### src/hw/ppol_cfg.svh
`ifndef PPOL_CFG_SVH
`define PPOL_CFG_SVH
// ----------------------------------------
// Register indices (byte address = 4 * index)
// ----------------------------------------
`define PPOL_IDX_A_PIN   6'h00
`define PPOL_IDX_A_DIR   6'h01
`define PPOL_IDX_A_OUT   6'h02
`define PPOL_IDX_B_PIN   6'h03
`define PPOL_IDX_B_DIR   6'h04
`define PPOL_IDX_B_OUT   6'h05
`define PPOL_IDX_C_OUT   6'h08
`define PPOL_IDX_D_PIN   6'h09
`define PPOL_IDX_D_DIR   6'h0A
`define PPOL_IDX_D_OUT   6'h0B
`define PPOL_IDX_CORE    6'h35
`define PPOL_IDX_ALT     6'h3E
`define PPOL_IDX_PCMASK  6'h3F
// ----------------------------------------
// Fields and reset values
// ----------------------------------------
`define PPOL_CORE_PUOFF_BIT 4
`define PPOL_CORE_WMASK     8'hF3
`define PPOL_ALT_RX0_BIT    0
`define PPOL_ALT_TX0_BIT    1
`define PPOL_ALT_RX1_BIT    2
`define PPOL_ALT_TX1_BIT    3
`define PPOL_ALT_GROUP3_CHANGE_IRQ_ON_BIT  4
`define PPOL_ALT_EXTERNAL_IRQ_LINE_0_BIT   5
`define PPOL_ALT_EXTERNAL_IRQ_LINE_1_BIT   6
`define PPOL_RST_BYTE       8'h00
`endif

### src/hw/ppol_pkg.sv
package ppol_pkg;
   typedef logic [7:0] ppol_byte_t;    // One port byte
   typedef enum logic [1:0] {
      PPOL_IDLE,
      PPOL_ACK
   } ppol_bus_e;                         // Bus slave phase
endpackage : ppol_pkg

### src/hw/ppol_pin_if.sv
`timescale 1ns/1ps
`default_nettype none
// Per-port pin control bundle between top and port slices
interface ppol_pin_if;
   logic [7:0] dir;      // Register direction bits
   logic [7:0] outv;     // Output-value bits
   logic       pu_off;   // Global pull-up disable
   logic [7:0] direction_override_enable;     // Direction override enable
   logic [7:0] direction_override_value;     // Direction override value
   logic [7:0] drive_value_override_enable;     // Drive value override enable
   logic [7:0] drive_value_override_value;     // Drive value override value
   logic [7:0] pullup_override_enable;     // Pull-up override enable
   logic [7:0] pullup_override_value;     // Pull-up override value
   logic [7:0] pin_oe;   // Resolved output enable
   logic [7:0] pin_o;    // Resolved driven value
   logic [7:0] pin_pu;   // Resolved pull-up
   modport ctl (output dir, outv, pu_off, direction_override_enable, direction_override_value, drive_value_override_enable, drive_value_override_value, pullup_override_enable, pullup_override_value,
                input pin_oe, pin_o, pin_pu);
   modport slice (input dir, outv, pu_off, direction_override_enable, direction_override_value, drive_value_override_enable, drive_value_override_value, pullup_override_enable, pullup_override_value,
                  output pin_oe, pin_o, pin_pu);
endinterface : ppol_pin_if
`default_nettype wire

### src/hw/ppol_pin_slice.sv
`timescale 1ns/1ps
`default_nettype none
// Resolves direction, value and pull-up for one 8-bit port
module ppol_pin_slice
   import ppol_pkg::*;
(
   ppol_pin_if.slice p
);
   // ----------------------------------------
   // Override resolution per pin
   // ----------------------------------------
   genvar i;
   generate
      for (i = 0; i < 8; i++) begin : g_pin
         wire eff_dir;   // Direction after override
         assign eff_dir = p.direction_override_enable[i] ? p.direction_override_value[i] : p.dir[i];
         assign p.pin_oe[i] = eff_dir;
         assign p.pin_o[i]  = p.drive_value_override_enable[i] ? p.drive_value_override_value[i] : p.outv[i];
         // Pull-up only on an input with the value bit set, never under disable
         assign p.pin_pu[i] = p.pullup_override_enable[i] ? p.pullup_override_value[i]
                            : (~eff_dir & p.outv[i] & ~p.pu_off);
      end
   endgenerate
endmodule : ppol_pin_slice
`default_nettype wire

### src/hw/ppol_gpio.sv
`timescale 1ns/1ps
`default_nettype none
`include "ppol_cfg.svh"
module ppol_gpio
   import ppol_pkg::*;
#(
   parameter int NPORT = 4    // Ports A..D, D carries overrides
)(
   input  wire  logic        clk,
   input  wire  logic        nrst,
   input  wire  logic [7:0]  avs_address,
   input  wire  logic        avs_read,
   input  wire  logic        avs_write,
   input  wire  logic [31:0] avs_writedata,
   input  wire  logic [3:0]  avs_byteenable,
   output var   logic [31:0] avs_readdata,
   output var   logic        avs_waitrequest,
   input  wire  logic [31:0] pin_in,
   output var   logic [31:0] pin_out,
   output var   logic [31:0] pin_oe,
   output var   logic [31:0] pin_pullup,
   output var   logic [7:0]  portd_digital_in,
   output var   logic [7:0]  portd_input_enable,
   input  wire  logic        serial0_transmit_line,
   input  wire  logic        serial1_transmit_line,
   input  wire  logic [3:0]  compare_out,
   input  wire  logic [3:0]  compare_out_on
);
   // ----------------------------------------
   // Elaboration check
   // ----------------------------------------
   // Port D override wiring and the index map are built for four ports;
   // any other count is refused at elaboration, not left to misbehave
   // quietly in silicon
   if (NPORT != 4) begin : g_bad_nport
      $error("ppol_gpio supports exactly four ports");
   end

   // ----------------------------------------
   // Register state
   // ----------------------------------------
   logic [7:0]  dir_ff [4];     // Direction per port, C unused
   logic [7:0]  outv_ff [4];    // Output value per port
   logic [7:0]  core_ff;        // Core control byte
   logic [7:0]  alt_ff;         // Serial enables and irq enables
   logic [7:0]  pcmask_ff;      // Port D pin-change mask
   logic [31:0] sync1_ff;       // Pin synchroniser stage 1
   logic [31:0] sync2_ff;       // Stage 2
   logic [31:0] sync3_ff;       // Stage 3
   logic [31:0] level_ff;       // Debounced pin levels
   ppol_bus_e   phase_ff;       // Bus answer phase
   // Register bytes take reset values from the config header; pin stages and levels reset to zero.
   // Limitations worth knowing:
   //   only byte lane 0 carries data, upper read lanes are zero
   //   pin level registers ignore writes, they follow the pins
   //   port C has no direction register, its pins are inputs
   //   unmapped writes are dropped, unmapped reads return zero

   // ----------------------------------------
   // Avalon decode
   // ----------------------------------------
   // One register per 32-bit word, so the byte address drops two bits
   wire [5:0] idx;              // Word index
   wire       wr_lane0;         // Write reaching the byte lane, at the ack edge
   wire       acc;              // Request first seen in the idle phase
   wire       wr_core;          // Write to core control
   wire       wr_alt;           // Write to serial and irq enables
   wire       wr_pcmask;        // Write to pin-change mask
   // Reads are looked up on the first edge so the data stands in the ack
   // cycle; writes wait for the ack edge, the one edge the master commits at
   assign idx       = avs_address[7:2];
   assign acc       = (phase_ff == PPOL_IDLE) && (avs_read || avs_write);
   assign wr_lane0  = (phase_ff == PPOL_ACK) && avs_write && avs_byteenable[0];
   assign wr_core   = wr_lane0 && (idx == `PPOL_IDX_CORE);
   assign wr_alt    = wr_lane0 && (idx == `PPOL_IDX_ALT);
   assign wr_pcmask = wr_lane0 && (idx == `PPOL_IDX_PCMASK);

   // Lookup of an index to a port number for direction/output registers;
   // a function because both write targets decode the same map.
   // The value 7 marks an index that belongs to neither map, so no
   // port slot ever matches it.
   function automatic logic [2:0] port_of(input logic [5:0] a, input logic is_out);
      logic [2:0] r;
      r = 3'h7;
      if (!is_out && a == `PPOL_IDX_A_DIR) r = 3'h0;
      if (!is_out && a == `PPOL_IDX_B_DIR) r = 3'h1;
      if (!is_out && a == `PPOL_IDX_D_DIR) r = 3'h3;
      if (is_out && a == `PPOL_IDX_A_OUT) r = 3'h0;
      if (is_out && a == `PPOL_IDX_B_OUT) r = 3'h1;
      if (is_out && a == `PPOL_IDX_C_OUT) r = 3'h2;
      if (is_out && a == `PPOL_IDX_D_OUT) r = 3'h3;
      return r;
   endfunction : port_of

   wire [2:0] wdir_port;        // Direction target
   wire [2:0] wout_port;        // Output-value target
   assign wdir_port = port_of(idx, 1'b0);
   assign wout_port = port_of(idx, 1'b1);

   // ----------------------------------------
   // Bus phase: one wait state then ack
   // ----------------------------------------
   // A request seen in idle moves to ack; the master still holds it there
   // and samples waitrequest low at the next edge, the commit edge.
   // A fixed single wait state keeps the read mux off the critical path.
   always_ff @(posedge clk or negedge nrst) begin
      if (!nrst) begin
         phase_ff <= PPOL_IDLE;
      end else begin
         case (phase_ff)
            PPOL_IDLE: phase_ff <= (avs_read || avs_write) ? PPOL_ACK : PPOL_IDLE;
            // Ack lasts one cycle; the next request starts from idle
            PPOL_ACK:  phase_ff <= PPOL_IDLE;
            default:   phase_ff <= PPOL_IDLE;
         endcase
      end
   end

   // Waitrequest low only in the ack phase
   // Registered so the port comes from a flip-flop; reset and idle hold
   // it high, so a master never sees a stale acknowledge
   // between two requests
   always_ff @(posedge clk or negedge nrst) begin
      if (!nrst) begin
         avs_waitrequest <= 1'b1;
      end else begin
         avs_waitrequest <= !((phase_ff == PPOL_IDLE) && (avs_read || avs_write));
      end
   end

   // ----------------------------------------
   // Register writes, taken at the ack edge
   // ----------------------------------------
   // Port C has no direction register: its slot keeps the reset value and
   // is never written, so the slice sees zeros and its pins stay inputs
   genvar g;
   generate
      for (g = 0; g < 4; g++) begin : g_port
         // One port per access; the decode picks at most one target
         always_ff @(posedge clk or negedge nrst) begin
            if (!nrst) begin
               dir_ff[g]  <= `PPOL_RST_BYTE;
               outv_ff[g] <= `PPOL_RST_BYTE;
            end else begin
               if (wr_lane0 && wdir_port == 3'(g) && g != 2) begin
                  dir_ff[g] <= avs_writedata[7:0];
               end
               if (wr_lane0 && wout_port == 3'(g)) begin
                  outv_ff[g] <= avs_writedata[7:0];
               end
            end
         end
      end
   endgenerate

   // Control bytes
   // Core control drops writes to bits 3:2 so they always read zero;
   // the enable byte has nothing behind bit 7, so it reads zero too
   always_ff @(posedge clk or negedge nrst) begin
      if (!nrst) begin
         // Pull-ups allowed, serial and irq enables off
         core_ff   <= `PPOL_RST_BYTE;
         alt_ff    <= `PPOL_RST_BYTE;
         pcmask_ff <= `PPOL_RST_BYTE;
      end else begin
         if (wr_core) begin
            core_ff <= avs_writedata[7:0] & `PPOL_CORE_WMASK;
         end
         if (wr_alt) begin
            alt_ff <= {1'b0, avs_writedata[6:0]};
         end
         if (wr_pcmask) begin
            pcmask_ff <= avs_writedata[7:0];
         end
      end
   end

   // ----------------------------------------
   // Pin synchroniser: change counts once stages 2 and 3 agree
   // ----------------------------------------
   // Pins are asynchronous: stage 1 may go metastable and only stage 2
   // reads it. A level moves only once stages 2 and 3 agree, which costs
   // a cycle of latency but keeps a one-cycle glitch out of the input
   // registers and the irq path.
   always_ff @(posedge clk or negedge nrst) begin
      if (!nrst) begin
         // All stages clear so the first level comes from real samples
         sync1_ff <= 32'h00000000;
         sync2_ff <= 32'h00000000;
         sync3_ff <= 32'h00000000;
         level_ff <= 32'h00000000;
      end else begin
         sync1_ff <= pin_in;
         sync2_ff <= sync1_ff;
         sync3_ff <= sync2_ff;
         level_ff <= (sync2_ff & sync3_ff) | (level_ff & (sync2_ff | sync3_ff));
      end
   end

   // ----------------------------------------
   // Port D override terms
   // ----------------------------------------
   // Only port D has overrides. Bits 3:0 follow the serial enables, bits
   // 7:4 take compare values and nothing else. Enable byte layout, low
   // bit first: rx0, tx0, rx1, tx1, group 3 pin change, irq 0, irq 1.
   // Serial enable bits get names once so every override term below reads alike.
   wire pu_off;                  // Global pull-up disable
   wire rx0, tx0, rx1, tx1;      // Serial enables
   assign pu_off = core_ff[`PPOL_CORE_PUOFF_BIT];
   assign rx0    = alt_ff[`PPOL_ALT_RX0_BIT];
   assign tx0    = alt_ff[`PPOL_ALT_TX0_BIT];
   assign rx1    = alt_ff[`PPOL_ALT_RX1_BIT];
   assign tx1    = alt_ff[`PPOL_ALT_TX1_BIT];

   // Transmit pins are forced out, receive pins are forced in;
   // a transmit pin never pulls up since it is always driven
   wire [7:0] d_direction_override_enable, d_direction_override_value, d_drive_value_override_enable, d_drive_value_override_value, d_pullup_override_enable, d_pullup_override_value;
   assign d_direction_override_enable = {4'h0, tx1, rx1, tx0, rx0};
   assign d_direction_override_value = {4'h0, 1'b1, 1'b0, 1'b1, 1'b0};
   assign d_drive_value_override_enable = {compare_out_on, tx1, 1'b0, tx0, 1'b0};
   assign d_drive_value_override_value = {compare_out, serial1_transmit_line, 1'b0,
                    serial0_transmit_line, 1'b0};
   assign d_pullup_override_enable = {4'h0, tx1, rx1, tx0, rx0};
   // Receive pins keep the value bit as pull-up, gated by the disable
   assign d_pullup_override_value = {4'h0, 1'b0, outv_ff[3][2] & ~pu_off, 1'b0,
                    outv_ff[3][0] & ~pu_off};

   // Digital input kept alive by pin-change or external irq enables
   // External irq 0 sits on bit 2 and irq 1 on bit 3
   wire [7:0] d_die;
   assign d_die = (pcmask_ff & {8{alt_ff[`PPOL_ALT_GROUP3_CHANGE_IRQ_ON_BIT]}})
                | {4'h0, alt_ff[`PPOL_ALT_EXTERNAL_IRQ_LINE_1_BIT], alt_ff[`PPOL_ALT_EXTERNAL_IRQ_LINE_0_BIT], 2'b00};

   // ----------------------------------------
   // Port slices
   // ----------------------------------------
   // One interface per port carries register bits and override terms
   // into a slice. Ports A to C get all-zero overrides, port C also a
   // zero direction byte since it has no direction register.
   logic [31:0] res_oe, res_o, res_pu;   // Resolved pin controls
   generate
      for (g = 0; g < 4; g++) begin : g_slice
         ppol_pin_if pif ();
         // Direction bits, zero for port C
         assign pif.dir    = (g == 2) ? 8'h00 : dir_ff[g];
         assign pif.outv   = outv_ff[g];
         assign pif.pu_off = pu_off;
         assign pif.direction_override_enable   = (g == 3) ? d_direction_override_enable : 8'h00;
         assign pif.direction_override_value   = (g == 3) ? d_direction_override_value : 8'h00;
         assign pif.drive_value_override_enable   = (g == 3) ? d_drive_value_override_enable : 8'h00;
         assign pif.drive_value_override_value   = (g == 3) ? d_drive_value_override_value : 8'h00;
         assign pif.pullup_override_enable   = (g == 3) ? d_pullup_override_enable : 8'h00;
         assign pif.pullup_override_value   = (g == 3) ? d_pullup_override_value : 8'h00;
         ppol_pin_slice u_slice (
            .p (pif.slice)
         );
         assign res_oe[g*8 +: 8] = pif.pin_oe;
         assign res_o[g*8 +: 8]  = pif.pin_o;
         assign res_pu[g*8 +: 8] = pif.pin_pu;
      end
   endgenerate

   // Registered pin outputs
   // Costs one cycle after each write, but the pads see clean edges and
   // no decode glitch ever reaches a pin
   always_ff @(posedge clk or negedge nrst) begin
      if (!nrst) begin
         pin_oe     <= 32'h00000000;
         pin_out    <= 32'h00000000;
         pin_pullup <= 32'h00000000;
      end else begin
         pin_oe     <= res_oe;
         pin_out    <= res_o;
         pin_pullup <= res_pu;
      end
   end

   // Port D digital inputs toward the irq logic
   // A pin with no enable reads low, so a floating pad cannot raise an
   // irq; the enable itself is exported for the irq logic
   always_ff @(posedge clk or negedge nrst) begin
      if (!nrst) begin
         portd_digital_in   <= 8'h00;
         portd_input_enable <= 8'h00;
      end else begin
         portd_digital_in   <= level_ff[31:24] & d_die;
         portd_input_enable <= d_die;
      end
   end

   // ----------------------------------------
   // Read mux
   // ----------------------------------------
   // Decoded from the word index alone; the phase gate sits at capture.
   // Port C pin levels are not readable in this block.
   logic [7:0] rd_byte;          // Selected register byte
   always_comb begin
      case (idx)
         `PPOL_IDX_A_PIN:  rd_byte = level_ff[7:0];
         `PPOL_IDX_B_PIN:  rd_byte = level_ff[15:8];
         `PPOL_IDX_D_PIN:  rd_byte = level_ff[31:24];
         `PPOL_IDX_A_DIR:  rd_byte = dir_ff[0];
         `PPOL_IDX_B_DIR:  rd_byte = dir_ff[1];
         `PPOL_IDX_D_DIR:  rd_byte = dir_ff[3];
         `PPOL_IDX_A_OUT:  rd_byte = outv_ff[0];
         `PPOL_IDX_B_OUT:  rd_byte = outv_ff[1];
         `PPOL_IDX_C_OUT:  rd_byte = outv_ff[2];
         `PPOL_IDX_D_OUT:  rd_byte = outv_ff[3];
         `PPOL_IDX_CORE:   rd_byte = core_ff;
         `PPOL_IDX_ALT:    rd_byte = alt_ff;
         `PPOL_IDX_PCMASK: rd_byte = pcmask_ff;
         default:          rd_byte = 8'h00;                   // Unmapped reads zero
      endcase
   end

   // Read data registered with the ack
   // Captured on the first edge and held until the next read, so the
   // data stands at the edge where the master takes it; other lanes
   // stay zero
   always_ff @(posedge clk or negedge nrst) begin
      if (!nrst) begin
         avs_readdata <= 32'h00000000;
      end else if (acc && avs_read) begin
         avs_readdata <= {24'h000000, rd_byte};
      end
   end
endmodule : ppol_gpio
`default_nettype wire

### config.mk
export PLATFORM = sky130hd
export DESIGN_NAME = ppol_gpio
export DESIGN_NICKNAME = d
export VERILOG_FILES = /design/src/hw/ppol_pkg.sv /design/src/hw/ppol_pin_if.sv /design/src/hw/ppol_pin_slice.sv /design/src/hw/ppol_gpio.sv
export VERILOG_INCLUDE_DIRS = /design/src /design/src/hw
export SDC_FILE = /design/constraint.sdc
export NUM_CORES = 1
export LEC_CHECK = 0
export BUFFER_PORTS_ARGS = -buffer_cell sky130_fd_sc_hd__buf_2
export CAP_MARGIN = 15
export CORE_MARGIN = 1
export CORE_UTILIZATION = 40
export DETAILED_ROUTE_END_ITERATION = 8
export HOLD_SLACK_MARGIN = 0.06
export PLACE_DENSITY = 0.63
export SLEW_MARGIN = 20
export SYNTH_ARGS = -nofsm -noshare
export SYNTH_HDL_FRONTEND = slang
export SYNTH_HIERARCHICAL = 1
export SYNTH_SLANG_ARGS = --single-unit
### constraint.sdc
create_clock -name clk -period 2.5 [get_ports clk]
set_input_delay 0.5 -clock clk [delete_from_list [all_inputs] [get_ports clk]]
set_output_delay 0.5 -clock clk [all_outputs]
set_load 0.03 [all_outputs]
# == Word level (Yosys, flattened, before mapping) ==
# Cells that the tools add are included.
# op_classes
n_eq_ne,18
muxes,24
bitwise_logic,90
n_reduce_logical,20
# op_table
op,n
one-hot mux 8 bit (13 select lines),1
bitwise AND 32 bit,2
OR 32 bit,2
bitwise AND 1 bit,58
inverter 1 bit,25
"== test 6 x 4 -> 1 bit, second input constant",4
2-to-1 mux 3 bit,7
"== test 6 bit, second input constant",3
bitwise AND 8 bit,2
2-to-1 mux 1 bit,15
logical AND 1 bit,14
"== test 6 x 2 -> 1 bit, second input constant",2
"== test 6 x 3 -> 1 bit, second input constant",2
"== test 3 x 2 -> 1 bit, second input constant",3
OR 8 x 4 -> 8 bit,1
"== test 3 x 1 -> 1 bit, second input constant",2
"== test 6 x 1 -> 1 bit, second input constant",1
logical NOT 3 bit,2
logical NOT 6 bit,1
"== test 2 x 1 -> 1 bit, second input constant",1
logical NOT 2 bit,1
2-to-1 mux 2 bit,1
logical NOT 1 bit,1
logical OR 1 bit,1
# totals
ff_bits,320
in_bits,90
out_inout_bits,145
elab_cells,174

# == Longest topological paths before layout ==
# Gate-level depths: netlist of run 1.
# logic_depth
ltp_word,7
ltp_mapped,7

# == Modules after synthesis ==
# Netlist of run 1, hierarchy kept.
# modules_own_cells
module,n_inst,cells_per_inst,area_each_um2,seq_area_each_um2
ppol_gpio,1,627,10206.0,7383.3
ppol_pin_slice,4,57,445.4,0.0

# == Worst setup path after synthesis of run 1 ==
# OpenSTA, ideal clock, no wires.
# synth_path
kind,input-to-reg
from,input port avs_address[4]
to,register dir_ff (netlist bit g_slice[0].pif.dir[2])
arrival_ns,1.802
setup_slack_ns,0.573
cell_stages,6
path_cell_list,or3_1 buf_6 nor3_1 and3_1 buf_4 mux2_2
# synth_via
elab_chain_cells,6
# synth_rtl
item,line,text
from (decl),ppol_gpio.sv:11,"input wire logic [7:0] avs_address,"
== test 6 x 1 -> 1 bit,--,
2-to-1 mux 3 bit,ppol_gpio.sv:85,if (!is_out && a == `PPOL_IDX_A_DIR) r = 3'h0;
2-to-1 mux 3 bit,ppol_gpio.sv:86,if (!is_out && a == `PPOL_IDX_B_DIR) r = 3'h1;
2-to-1 mux 3 bit (*),ppol_gpio.sv:87,if (!is_out && a == `PPOL_IDX_D_DIR) r = 3'h3;
logical NOT 3 bit (*),ppol_gpio.sv:145,if (wr_lane0 && wdir_port == 3'(g) && g != 2) begin
logical AND 1 bit (*),ppol_gpio.sv:145,
"to (signal, indexed assignment)",ppol_gpio.sv:142,dir_ff[g] <= `PPOL_RST_BYTE;
"to (signal, indexed assignment)",ppol_gpio.sv:146,dir_ff[g] <= avs_writedata[7:0];
to (decl),ppol_gpio.sv:42,logic [7:0] dir_ff [4];
# Every way passes the cells marked *; elsewhere a longest branch is shown, timed or not.
# A chain may end at the register's enable or synchronous reset.

# == Worst setup path in the final report of run 1 ==
# layout_path
from,input port avs_address[4]
to,register outv_ff (netlist bit g_slice[2].pif.outv[4])
# layout_via
elab_chain_cells,7
# layout_rtl
item,line,text
== test 6 x 2 -> 1 bit,--,
2-to-1 mux 3 bit,ppol_gpio.sv:88,if (is_out && a == `PPOL_IDX_A_OUT) r = 3'h0;
2-to-1 mux 3 bit,ppol_gpio.sv:89,if (is_out && a == `PPOL_IDX_B_OUT) r = 3'h1;
2-to-1 mux 3 bit,ppol_gpio.sv:90,if (is_out && a == `PPOL_IDX_C_OUT) r = 3'h2;
2-to-1 mux 3 bit (*),ppol_gpio.sv:91,if (is_out && a == `PPOL_IDX_D_OUT) r = 3'h3;
== test 3 x 2 -> 1 bit (*),ppol_gpio.sv:148,if (wr_lane0 && wout_port == 3'(g)) begin
logical AND 1 bit (*),ppol_gpio.sv:148,
"to (signal, indexed assignment)",ppol_gpio.sv:143,outv_ff[g] <= `PPOL_RST_BYTE;
"to (signal, indexed assignment)",ppol_gpio.sv:149,outv_ff[g] <= avs_writedata[7:0];
to (decl),ppol_gpio.sv:43,logic [7:0] outv_ff [4];
# Marks and branches as above.

==> results of run 1 <==
==> placed cells by master (no fill, tap or decap), types with 3 or more instances in the layout <==
master,synthesis,layout
sky130_fd_sc_hd__a2111oi_0,4,4
sky130_fd_sc_hd__a211oi_1,5,5
sky130_fd_sc_hd__a21o_1,3,3
sky130_fd_sc_hd__a21oi_1,5,5
sky130_fd_sc_hd__a221oi_1,7,7
sky130_fd_sc_hd__a311oi_1,4,4
sky130_fd_sc_hd__a31oi_1,3,3
sky130_fd_sc_hd__and2_1,8,8
sky130_fd_sc_hd__and3_1,12,12
sky130_fd_sc_hd__buf_12,0,5
sky130_fd_sc_hd__buf_2,13,172
sky130_fd_sc_hd__buf_4,59,35
sky130_fd_sc_hd__bufinv_16,0,3
sky130_fd_sc_hd__clkbuf_1,4,4
sky130_fd_sc_hd__clkbuf_16,0,31
sky130_fd_sc_hd__clkbuf_8,0,6
sky130_fd_sc_hd__clkinv_2,0,10
sky130_fd_sc_hd__conb_1,2,256
sky130_fd_sc_hd__dfrtp_1,294,293
sky130_fd_sc_hd__dlygate4sd3_1,0,25
sky130_fd_sc_hd__inv_1,39,39
sky130_fd_sc_hd__maj3_1,24,24
sky130_fd_sc_hd__mux2_2,74,74
sky130_fd_sc_hd__mux2_4,40,40
sky130_fd_sc_hd__mux2i_1,21,21
sky130_fd_sc_hd__mux4_2,4,4
sky130_fd_sc_hd__nand2_1,74,74
sky130_fd_sc_hd__nand2b_1,5,5
sky130_fd_sc_hd__nand3_1,5,5
sky130_fd_sc_hd__nor2_1,12,12
sky130_fd_sc_hd__nor2b_1,4,4
sky130_fd_sc_hd__nor3_1,17,17
sky130_fd_sc_hd__o21ai_0,37,37
sky130_fd_sc_hd__o31ai_1,3,3
sky130_fd_sc_hd__o32ai_1,3,3
sky130_fd_sc_hd__o41ai_2,32,32
sky130_fd_sc_hd__or2_2,3,3
==> report_power, final <==
part	internal, mW	switching, mW
logic	0.432	0.750
registers	5.04	0.161
clock network	2.77	1.87
==> cell type report <==
type	count	area [µm²]
clock inverters	16	176.4
inverters	39	146.4
multi-input cells	692	4847
clock buffers	41	873.3
well taps	390	488.0
fillers	2640	14150
flip-flops and latches	295	7385
repair buffers	238	1489
==> worst paths after layout <==
| kind | slack (ps) | depth (start not counted) | to |
|---|---|---|---|
| min | 130 | 2 | pin_out[29] |
| max reg2reg | 740 | 5 | avs_readdata[4] |
| min reg2reg | 350 | 0 | sync2_ff[6] |
| max in group asynchronous | 1260 | 3 | pin_out[5] |
| min in group asynchronous | 470 | 2 | pin_out[31] |
| max | 720 | 5 | g_slice[2].pif.outv[4] |
==> per-layer routing <==
layer | track usage [%] | up-vias | wire [µm]
met5 | 0 | - | 0
met4 | 5.435 | 0 | 775
met3 | 3.111 | 44 | 1165
met2 | 30.75 | 190 | 13180
met1 | 24.87 | 3675 | 12380
li1 | - | 3603 | -
==> registers in the layout, summed over array words and instances, names as in the netlist, 7 cells and up <==
register,flops
pcmask_ff,8
sync3_ff,24
portd_digital_in,8
avs_readdata,8
sync2_ff,24
pin_oe,32
alt_ff,7
g_slice.pif.dir,24
sync1_ff,24
g_slice.pif.outv,32
pin_out,32
portd_input_enable,8
level_ff,24
pin_pullup,32
==> cell families after synthesis <==
group	after synthesis	synth area share [%]
fa+ha+maj	24	2.004
other cells	2	0.06265
mux	139	14.47
compound gates	115	8.955
buf+inv	122	5.928
flops	295	61.59
simple gates	158	6.993
==> repair_timing <==
action | in CTS | in global routing
setup buffers | 0 | 0
hold buffers | 25 | 0
endpoints found under the hold margin | 89 | 0
setup endpoints to repair | 0 | 0
==> reports/summary.txt, run 1 <==
final core occ = 52.11%
Worst Max-Slew Pin Slew = 591.7 ps
PostCTS Resize Cnt = 0
power consumption = 11.02 mW
nets = 1387
arrival time of data at the critical path endpoint = 2230 ps
min-delay src = compare_out_on[1]
post-synthesis register bit count = 295
global-route wire length before repair = 43.30 mm
Worst Path Class, Setup = in -> reg
Synth area leader = sky130_fd_sc_hd__dfrtp_1
Layout Skew = 6.602 ps
length of the first detailed-routing pass in iterations = 5
aggregate global-route resource usage = 18.50%
Via Count = 7512
Worst Path Required = 2950 ps
count of pins on the block boundary = 235
Routed WL per cell = 16.07 µm
total wire length after detailed routing = 27.50 mm
Clock Pin Slew Worst Setup and Hold Paths = 60 ps
clock tree from TritonCTS = yes
core region area = 0.02956 mm²
clock buffer count from CTS = 31
post-route worst setup slack = 716.8 ps
Placement Cell Area = 0.01410 mm²
library cell with the highest instance count after synthesis = sky130_fd_sc_hd__dfrtp_1
final critical-path required period = 1783 ps
share of Yosys cell area claimed by the top area cell type = 61.37%
largest net degree at the start of global routing = 72
number of warnings printed during yosys synthesis = 6
max capacitance violation total = 0
outcome = finished, final reports clean
Post-synth EDFFs = 0
hpwl dp = 19.97 mm
Bufs and invs on worst path = 1
Critical Path Source = avs_address[4]
Syn Inst Count = 855
chain of cells forming the critical path = buf_2 > or4b_4 > nor3_4 > nand2b_1 > mux2_4
dominant synthesized flop cell = sky130_fd_sc_hd__dfrtp_1
Max stage delay cell, worst path = sky130_fd_sc_hd__or4b_4
setup repair after global routing missed its margin = false
clock root cell = sky130_fd_sc_hd__clkbuf_16
Layout Cell Area excl Fill = 0.01540 mm²
kind of cell adding the most delay to the critical path = simple AND/OR/NAND/NOR gates
asr flop ratio synth = 100.0%
total placed cells including tap cells = 1629
number of global-route vias before repair = 7665
worst voltage drop across the vdd grid = 0.5406 mV
die outline height = 175.1 µm
die area = 0.03067 mm²
synthesis-to-finish area growth = 28.50%
endpoints failing hold = 0
DRT iter0 DRCs = 334
Mapped Avg Cell Area = 14.02 µm²
floorplan die width = 175.1 µm
clk sinks = 295
final standard cell count with taps included and fillers excluded = 1711
maximum clock rate = 560.8 MHz
DRC errors left = 0
count of antenna-violating nets left after detailed routing = 0
Max transition margin = 59.53%
synth cell count leaders = 294 x sky130_fd_sc_hd__dfrtp_1, 74 x sky130_fd_sc_hd__mux2_2, 74 x sky130_fd_sc_hd__nand2_1, 59 x sky130_fd_sc_hd__buf_4, 40 x sky130_fd_sc_hd__mux2_4
number of diodes = 0
r2r startpoint = alt_ff[4]
clock tree buffer depth = 3
Pwr per Cell Area = 715.2 mW/mm²
largest cells by area after synthesis = sky130_fd_sc_hd__dfrtp_1 61%, sky130_fd_sc_hd__mux2_2 7.0%, sky130_fd_sc_hd__mux2_4 5.0%
total gr overflow = 0
post-route setup TNS = 0 ps
initial antenna violation count = 0
peak per-stage delay on the critical path = 600 ps
source-to-sink clock delay at the later pin of the worst-skew pair = 560 ps
number of port buffers = 173
H-tree levels = 1
Initial Util = 40.55%
fraction of layout instances using a drive strength above 1 = 32.78%
sequential-to-total area share from yosys stat = 61.59%
kind of start point of the critical path = input pin
path category of the worst min-delay check = in -> reg
final number of setup-violating endpoints = 0
Hold Slack = 129.2 ps
post-place setup slack = 140.8 ps
final weighted congestion in routability-driven placement = 0.9029
Via density = 4.390
Leak = 7.784 nW
kind of capture point of the worst setup path = register
Final Max Slew Viols = 0
maximum fanout along the worst path = 9
Cell Rows = 63
Netlist cell types = 55
fin crit share = 71.33%
cell area after synthesis = 0.01199 mm²
Note: power is estimated with default switching activity, not from simulation.
==> run 2, diff against run 1 <==
- clock period: 2.5 -> 1.7 ns (I/O delays scaled with it)
==> run 2 against run 1 <==
  * Worst setup slack lost 660 ps
  * Routed wire length grew 3.7%
  * Cell area grew 3.9%
  * Critical path type is now reg -> reg
  * Largest cell class unchanged
  * Critical path depth is the same
  * Hold slack lost 72 ps
  * Power grew 45%
  * Utilization grew 2.0 points
  * Global-route usage grew 0.66 points
  * Flip-flop and latch count is the same
  * Non-clock buffer count grew 55
==> reports/summary.txt, run 2 (synthesis gave the netlist of run 1 again) <==
outcome = finished, final reports clean
clock root cell = sky130_fd_sc_hd__clkbuf_16
Initial Util = 40.55%
count of pins on the block boundary = 235
die area = 0.03067 mm²
die outline height = 175.1 µm
fraction of layout instances using a drive strength above 1 = 34.98%
setup repair after global routing missed its margin = true
clock tree from TritonCTS = yes
Layout Skew = 10.31 ps
final standard cell count with taps included and fillers excluded = 1766
arrival time of data at the critical path endpoint = 2080 ps
Cell Rows = 63
length of the first detailed-routing pass in iterations = 4
clock buffer count from CTS = 31
source-to-sink clock delay at the later pin of the worst-skew pair = 560 ps
global-route wire length before repair = 44.70 mm
final weighted congestion in routability-driven placement = 0.9074
final critical-path required period = 1640 ps
Clock Pin Slew Worst Setup and Hold Paths = 60 ps
clk sinks = 295
most frequent standard cell in the layout excluding fill and tap cells = sky130_fd_sc_hd__dfrtp_1
buffer count from post-CTS setup fixing = 0
hpwl dp = 20.97 mm
maximum clock rate = 609.8 MHz
post-route worst setup slack = 60.02 ps
Pwr per Cell Area = 1000 mW/mm²
Worst Max-Slew Pin Slew = 552.9 ps
worst voltage drop across the vdd grid = 0.9136 mV
endpoints failing hold = 0
total placed cells including tap cells = 1675
path category of the worst min-delay check = in -> reg
total gr overflow = 0
fin crit share = 96.47%
DRC errors left = 0
initial antenna violation count = 1
kind of cell adding the most delay to the critical path = simple AND/OR/NAND/NOR gates
nets = 1442
Leak = 8.092 nW
number of port buffers = 173
chain of cells forming the critical path = nand3_4 > nor4b_4 > nand3_1 > buf_6 > mux2_2
floorplan die width = 175.1 µm
total wire length after detailed routing = 28.51 mm
maximum fanout along the worst path = 8
kind of capture point of the worst setup path = register
synthesis-to-finish area growth = 33.55%
Bufs and invs on worst path = 1
Final Max Slew Viols = 0
count of antenna-violating nets left after detailed routing = 0
clock tree buffer depth = 3
post-route setup TNS = 0 ps
core region area = 0.02956 mm²
Max stage delay cell, worst path = sky130_fd_sc_hd__dfrtp_1
most frequent cells in the layout = 293 x sky130_fd_sc_hd__dfrtp_1, 256 x sky130_fd_sc_hd__conb_1, 172 x sky130_fd_sc_hd__buf_2, 74 x sky130_fd_sc_hd__nand2_1, 67 x sky130_fd_sc_hd__buf_4
max capacitance violation total = 0
power consumption = 16.01 mW
Worst Path Required = 2140 ps
Via Count = 7790
number of global-route vias before repair = 7825
Worst Path Class, Setup = reg -> reg
post-place setup slack = -314.7 ps
kind of start point of the critical path = register
Max transition margin = 62.94%
Via density = 4.411
DRT iter0 DRCs = 366
H-tree levels = 1
final number of setup-violating endpoints = 0
peak per-stage delay on the critical path = 410 ps
aggregate global-route resource usage = 19.16%
largest net degree at the start of global routing = 53
Fill cells = 2549
Routed WL per cell = 16.14 µm
Hold Slack = 57.59 ps
-- run 2: cell count changes in the layout (fill, tap and decap cells not counted), moves of 3 or more --
cell / change
sky130_fd_sc_hd__buf_4: +32
sky130_fd_sc_hd__mux2_2: -11
sky130_fd_sc_hd__mux2_4: +11
sky130_fd_sc_hd__buf_12: +9
sky130_fd_sc_hd__dlygate4sd3_1: +9
sky130_fd_sc_hd__buf_6: +5
sky130_fd_sc_hd__a221oi_1: -3
sky130_fd_sc_hd__a221oi_2: +3
sky130_fd_sc_hd__clkbuf_1: +3
sky130_fd_sc_hd__clkinv_2: -3
-- run 2: worst reg2reg max path, delay by kind of cell, from the launching register on --
family	cells	cell delay [ps]
flip-flops	1	410
multiplexers	1	280
buffers and inverters	1	170
AND/OR/NAND/NOR	3	670
-- run 2: area by class of cell --
cell class	count	area [µm²]	share of cell area, %
multi-input combinational	692	4945	30.89
clock buffer	45	898.4	5.612
antenna	1	2.502	0.01563
inverter	39	146.4	0.9144
timing repair buffer	293	2056	12.84
sequential	295	7385	46.13
tap	390	488.0	3.048
clock inverter	11	88.84	0.5549
-- run 2: per-layer routing --
metal / vias to the layer above / global-route usage (%) / wire [µm]
met5: - / 0 / 0
met3: 40 / 2.807 / 1269
met1: 3837 / 26.45 / 12810
met2: 187 / 31.91 / 13900
met4: 0 / 4.384 / 533
li1: 3726 / - / -
-- run 2: power breakdown --
group | switching (mW) | total (mW) | internal [mW]
registers | 0.239 | 7.65 | 7.41
logic | 1.15 | 1.88 | 0.733
clock network | 2.68 | 6.48 | 3.79
-- run 2: worst paths after layout --
path,startpoint,endpoint,slack [ps],cells past startpoint
setup reg to reg,phase_ff[0],g_slice[1].pif.outv[4],60,5
hold / removal,compare_out[3],pin_out[31],60,3
max in group asynchronous,nrst,sync1_ff[10],780,4
setup / recovery,phase_ff[0],g_slice[1].pif.outv[4],60,5
hold reg to reg,sync1_ff[11],sync2_ff[11],340,0
min in group asynchronous,nrst,portd_input_enable[5],230,2
-- run 2: stage by stage --
stage / area, µm² / utilization [%]
global placement: 14590 / 49.35
finish: 16010 / 54.16
CTS: 15940 / 53.93
floorplan: 12970 / -
global route: 16010 / 54.16
detailed placement: 14590 / 49.35
-- run 2: repair_timing --
action | in CTS | in global routing
setup endpoints to repair | 49 | 33
gates resized for setup | 4 | 15
hold endpoints to repair | 247 | 0
hold buffers | 34 | 0
pin swaps | 0 | 1
==> run 3, diff against run 2 <==
- CELL_PAD_IN_SITES_DETAIL_PLACEMENT: unset -> 1
- CELL_PAD_IN_SITES_GLOBAL_PLACEMENT: unset -> 1
- PLACE_DENSITY: 0.63 -> 0.77
- clock period: 1.7 -> 1.4 ns (I/O delays scaled with it)
==> run 3 against run 2 <==
  * The flow now finishes with violations (negative hold slack, negative setup slack)
  * Register-to-register slack lost 290 ps
  * Combinational power is 49% higher
  * Sequential power up 22%
  * Critical path type unchanged
==> reports/summary.txt, run 3 (synthesis gave the netlist of run 1 again) <==
clock tree from TritonCTS = yes
net switching power = 5.239 mW
outcome = finished, violations left
Worst Path Class, Setup = reg -> reg
maximum clock rate = 613.8 MHz
Initial Util = 40.55%
Clock Pin Slew Worst Setup and Hold Paths = 60 ps
hpwl dp = 23.99 mm
clk sinks = 295
Final Max Slew Viols = 0
final weighted congestion in routability-driven placement = 0.8611
clock tree buffer depth = 3
final standard cell count with taps included and fillers excluded = 1835
Bufs and invs on worst path = 2
setup repair after global routing missed its margin = true
kind of cell adding the most delay to the critical path = simple AND/OR/NAND/NOR gates
worst voltage drop across the vdd grid = 0.8622 mV
Via Count = 8485
total placed cells including tap cells = 1723
sw frac = 25.95%
path category of the worst min-delay check = in -> reg
peak per-stage delay on the critical path = 390 ps
kind of capture point of the worst setup path = register
total gr overflow = 0
source-to-sink clock delay at the later pin of the worst-skew pair = 550 ps
clock root cell = sky130_fd_sc_hd__clkbuf_16
maximum fanout along the worst path = 5
floorplan die width = 175.1 µm
number of port buffers = 173
total wire length after detailed routing = 35.20 mm
core region area = 0.02956 mm²
H-tree levels = 1
post-place setup slack = -618.8 ps
number of diodes = 0
chain of cells forming the critical path = nand3_4 > buf_8 > nor3_4 > buf_12 > mux2_4
aggregate global-route resource usage = 23.55%
clock buffer count from CTS = 31
Layout Skew = 18.87 ps
endpoints failing hold = 1
Layout Cell Area excl Fill = 0.01727 mm²
post-route setup TNS = -13110 ps
nets = 1512
power share of the clock group = 40.0%
Placement Cell Area = 0.01512 mm²
number of global-route vias before repair = 9556
Pwr per Cell Area = 1169 mW/mm²
DRC errors left = 0
internal power = 14.95 mW
post-route worst setup slack = -229.3 ps
Worst Path Required = 1830 ps
Routed WL per cell = 19.18 µm
max capacitance violation total = 0
initial antenna violation count = 1
most frequent cells in the layout = 291 x sky130_fd_sc_hd__dfrtp_1, 256 x sky130_fd_sc_hd__conb_1, 142 x sky130_fd_sc_hd__buf_4, 113 x sky130_fd_sc_hd__buf_2, 81 x sky130_fd_sc_hd__mux2_4
Leak = 8.623 nW
arrival time of data at the critical path endpoint = 2060 ps
final core occ = 58.41%
final number of setup-violating endpoints = 83
synthesis-to-finish area growth = 44.04%
Hold Slack = -12.94 ps
fraction of layout instances using a drive strength above 1 = 40.21%
count of pins on the block boundary = 235
violated checks = negative hold slack, negative setup slack
length of the first detailed-routing pass in iterations = 4
Via density = 4.624
kind of start point of the critical path = register
fin crit share = 116.4%
global-route wire length before repair = 54.58 mm
Reg power frac = 46.1%
die outline height = 175.1 µm
most frequent standard cell in the layout excluding fill and tap cells = sky130_fd_sc_hd__dfrtp_1
count of antenna-violating nets left after detailed routing = 0
die area = 0.03067 mm²
DRT iter0 DRCs = 398
final critical-path required period = 1629 ps
power consumption = 20.19 mW
largest net degree at the start of global routing = 56
Cell Rows = 63
Max stage delay cell, worst path = sky130_fd_sc_hd__dfrtp_2
power share of the combinational group = 13.9%
## run 3: changes by cell type in the layout (fill, tap and decap cells not counted), sizes merged
| cell | before | now |
|---|---|---|
| buf | 259 | 329 |
| bufinv | 1 | 2 |
| clkbuf | 45 | 47 |
| clkinv | 7 | 5 |
| diode | 1 | 0 |
| inv | 40 | 39 |
## run 3: path summary, 6_finish.rpt
| path | startpoint | endpoint | slack (ps) | cells after the start |
|---|---|---|---|---|
| hold reg to reg | sync1_ff[30] | sync2_ff[30] | 350 | 0 |
| hold / removal | compare_out[1] | pin_out[29] | -10 | 3 |
| setup reg to reg | phase_ff[0] | g_slice[3].pif.dir[3] | -230 | 5 |
| min in group asynchronous | nrst | avs_readdata[2] | 220 | 2 |
| setup / recovery | phase_ff[0] | g_slice[3].pif.dir[3] | -230 | 5 |
| max in group asynchronous | nrst | avs_readdata[3] | 570 | 3 |
## run 3: final cells by class
cell class                      count  area, µm²
Tap cell                          390      488.0
Fill cell                        3033      12290
Inverter                           39      146.4
Clock inverter                      9      100.1
Timing Repair Buffer              363       2927
Sequential cell                   295       7387
Clock buffer                       47      895.9
Multi-Input combinational cell    692       5323
## run 3: tightest hold or removal path, stage by stage
cell and delay, ps:
sky130_fd_sc_hd__buf_2 80, sky130_fd_sc_hd__nand2_1 60, sky130_fd_sc_hd__o21ai_1 80
## run 3: power by group through the flow
stage	Combinational [mW]	Sequential [mW]	Clock, mW
after floorplan	1.14	9.73	0
after global placement	2.36	9.40	0
after detailed placement	2.41	9.43	0
after CTS	2.70	9.30	8.26
after global routing	3.01	9.35	8.62
final	2.81	9.31	8.07
## run 3: routing by layer
metal	vias up	wire length, µm	global-route usage [%]
met3	57	1579	3.460
met5	-	11	0
met1	4349	14170	28.66
met2	226	18550	43.12
li1	3851	-	-
met4	2	899	6.558
## run 3: timing repair
item | 4_1_cts | 5_1_grt
buffers inserted | 17 | 11
cloned | 1 | 0
hold buffers | 35 | 0
resized for setup | 126 | 77
endpoints found under the setup margin | 124 | 133
hold endpoints to repair | 324 | 0
pin swaps | 19 | 10
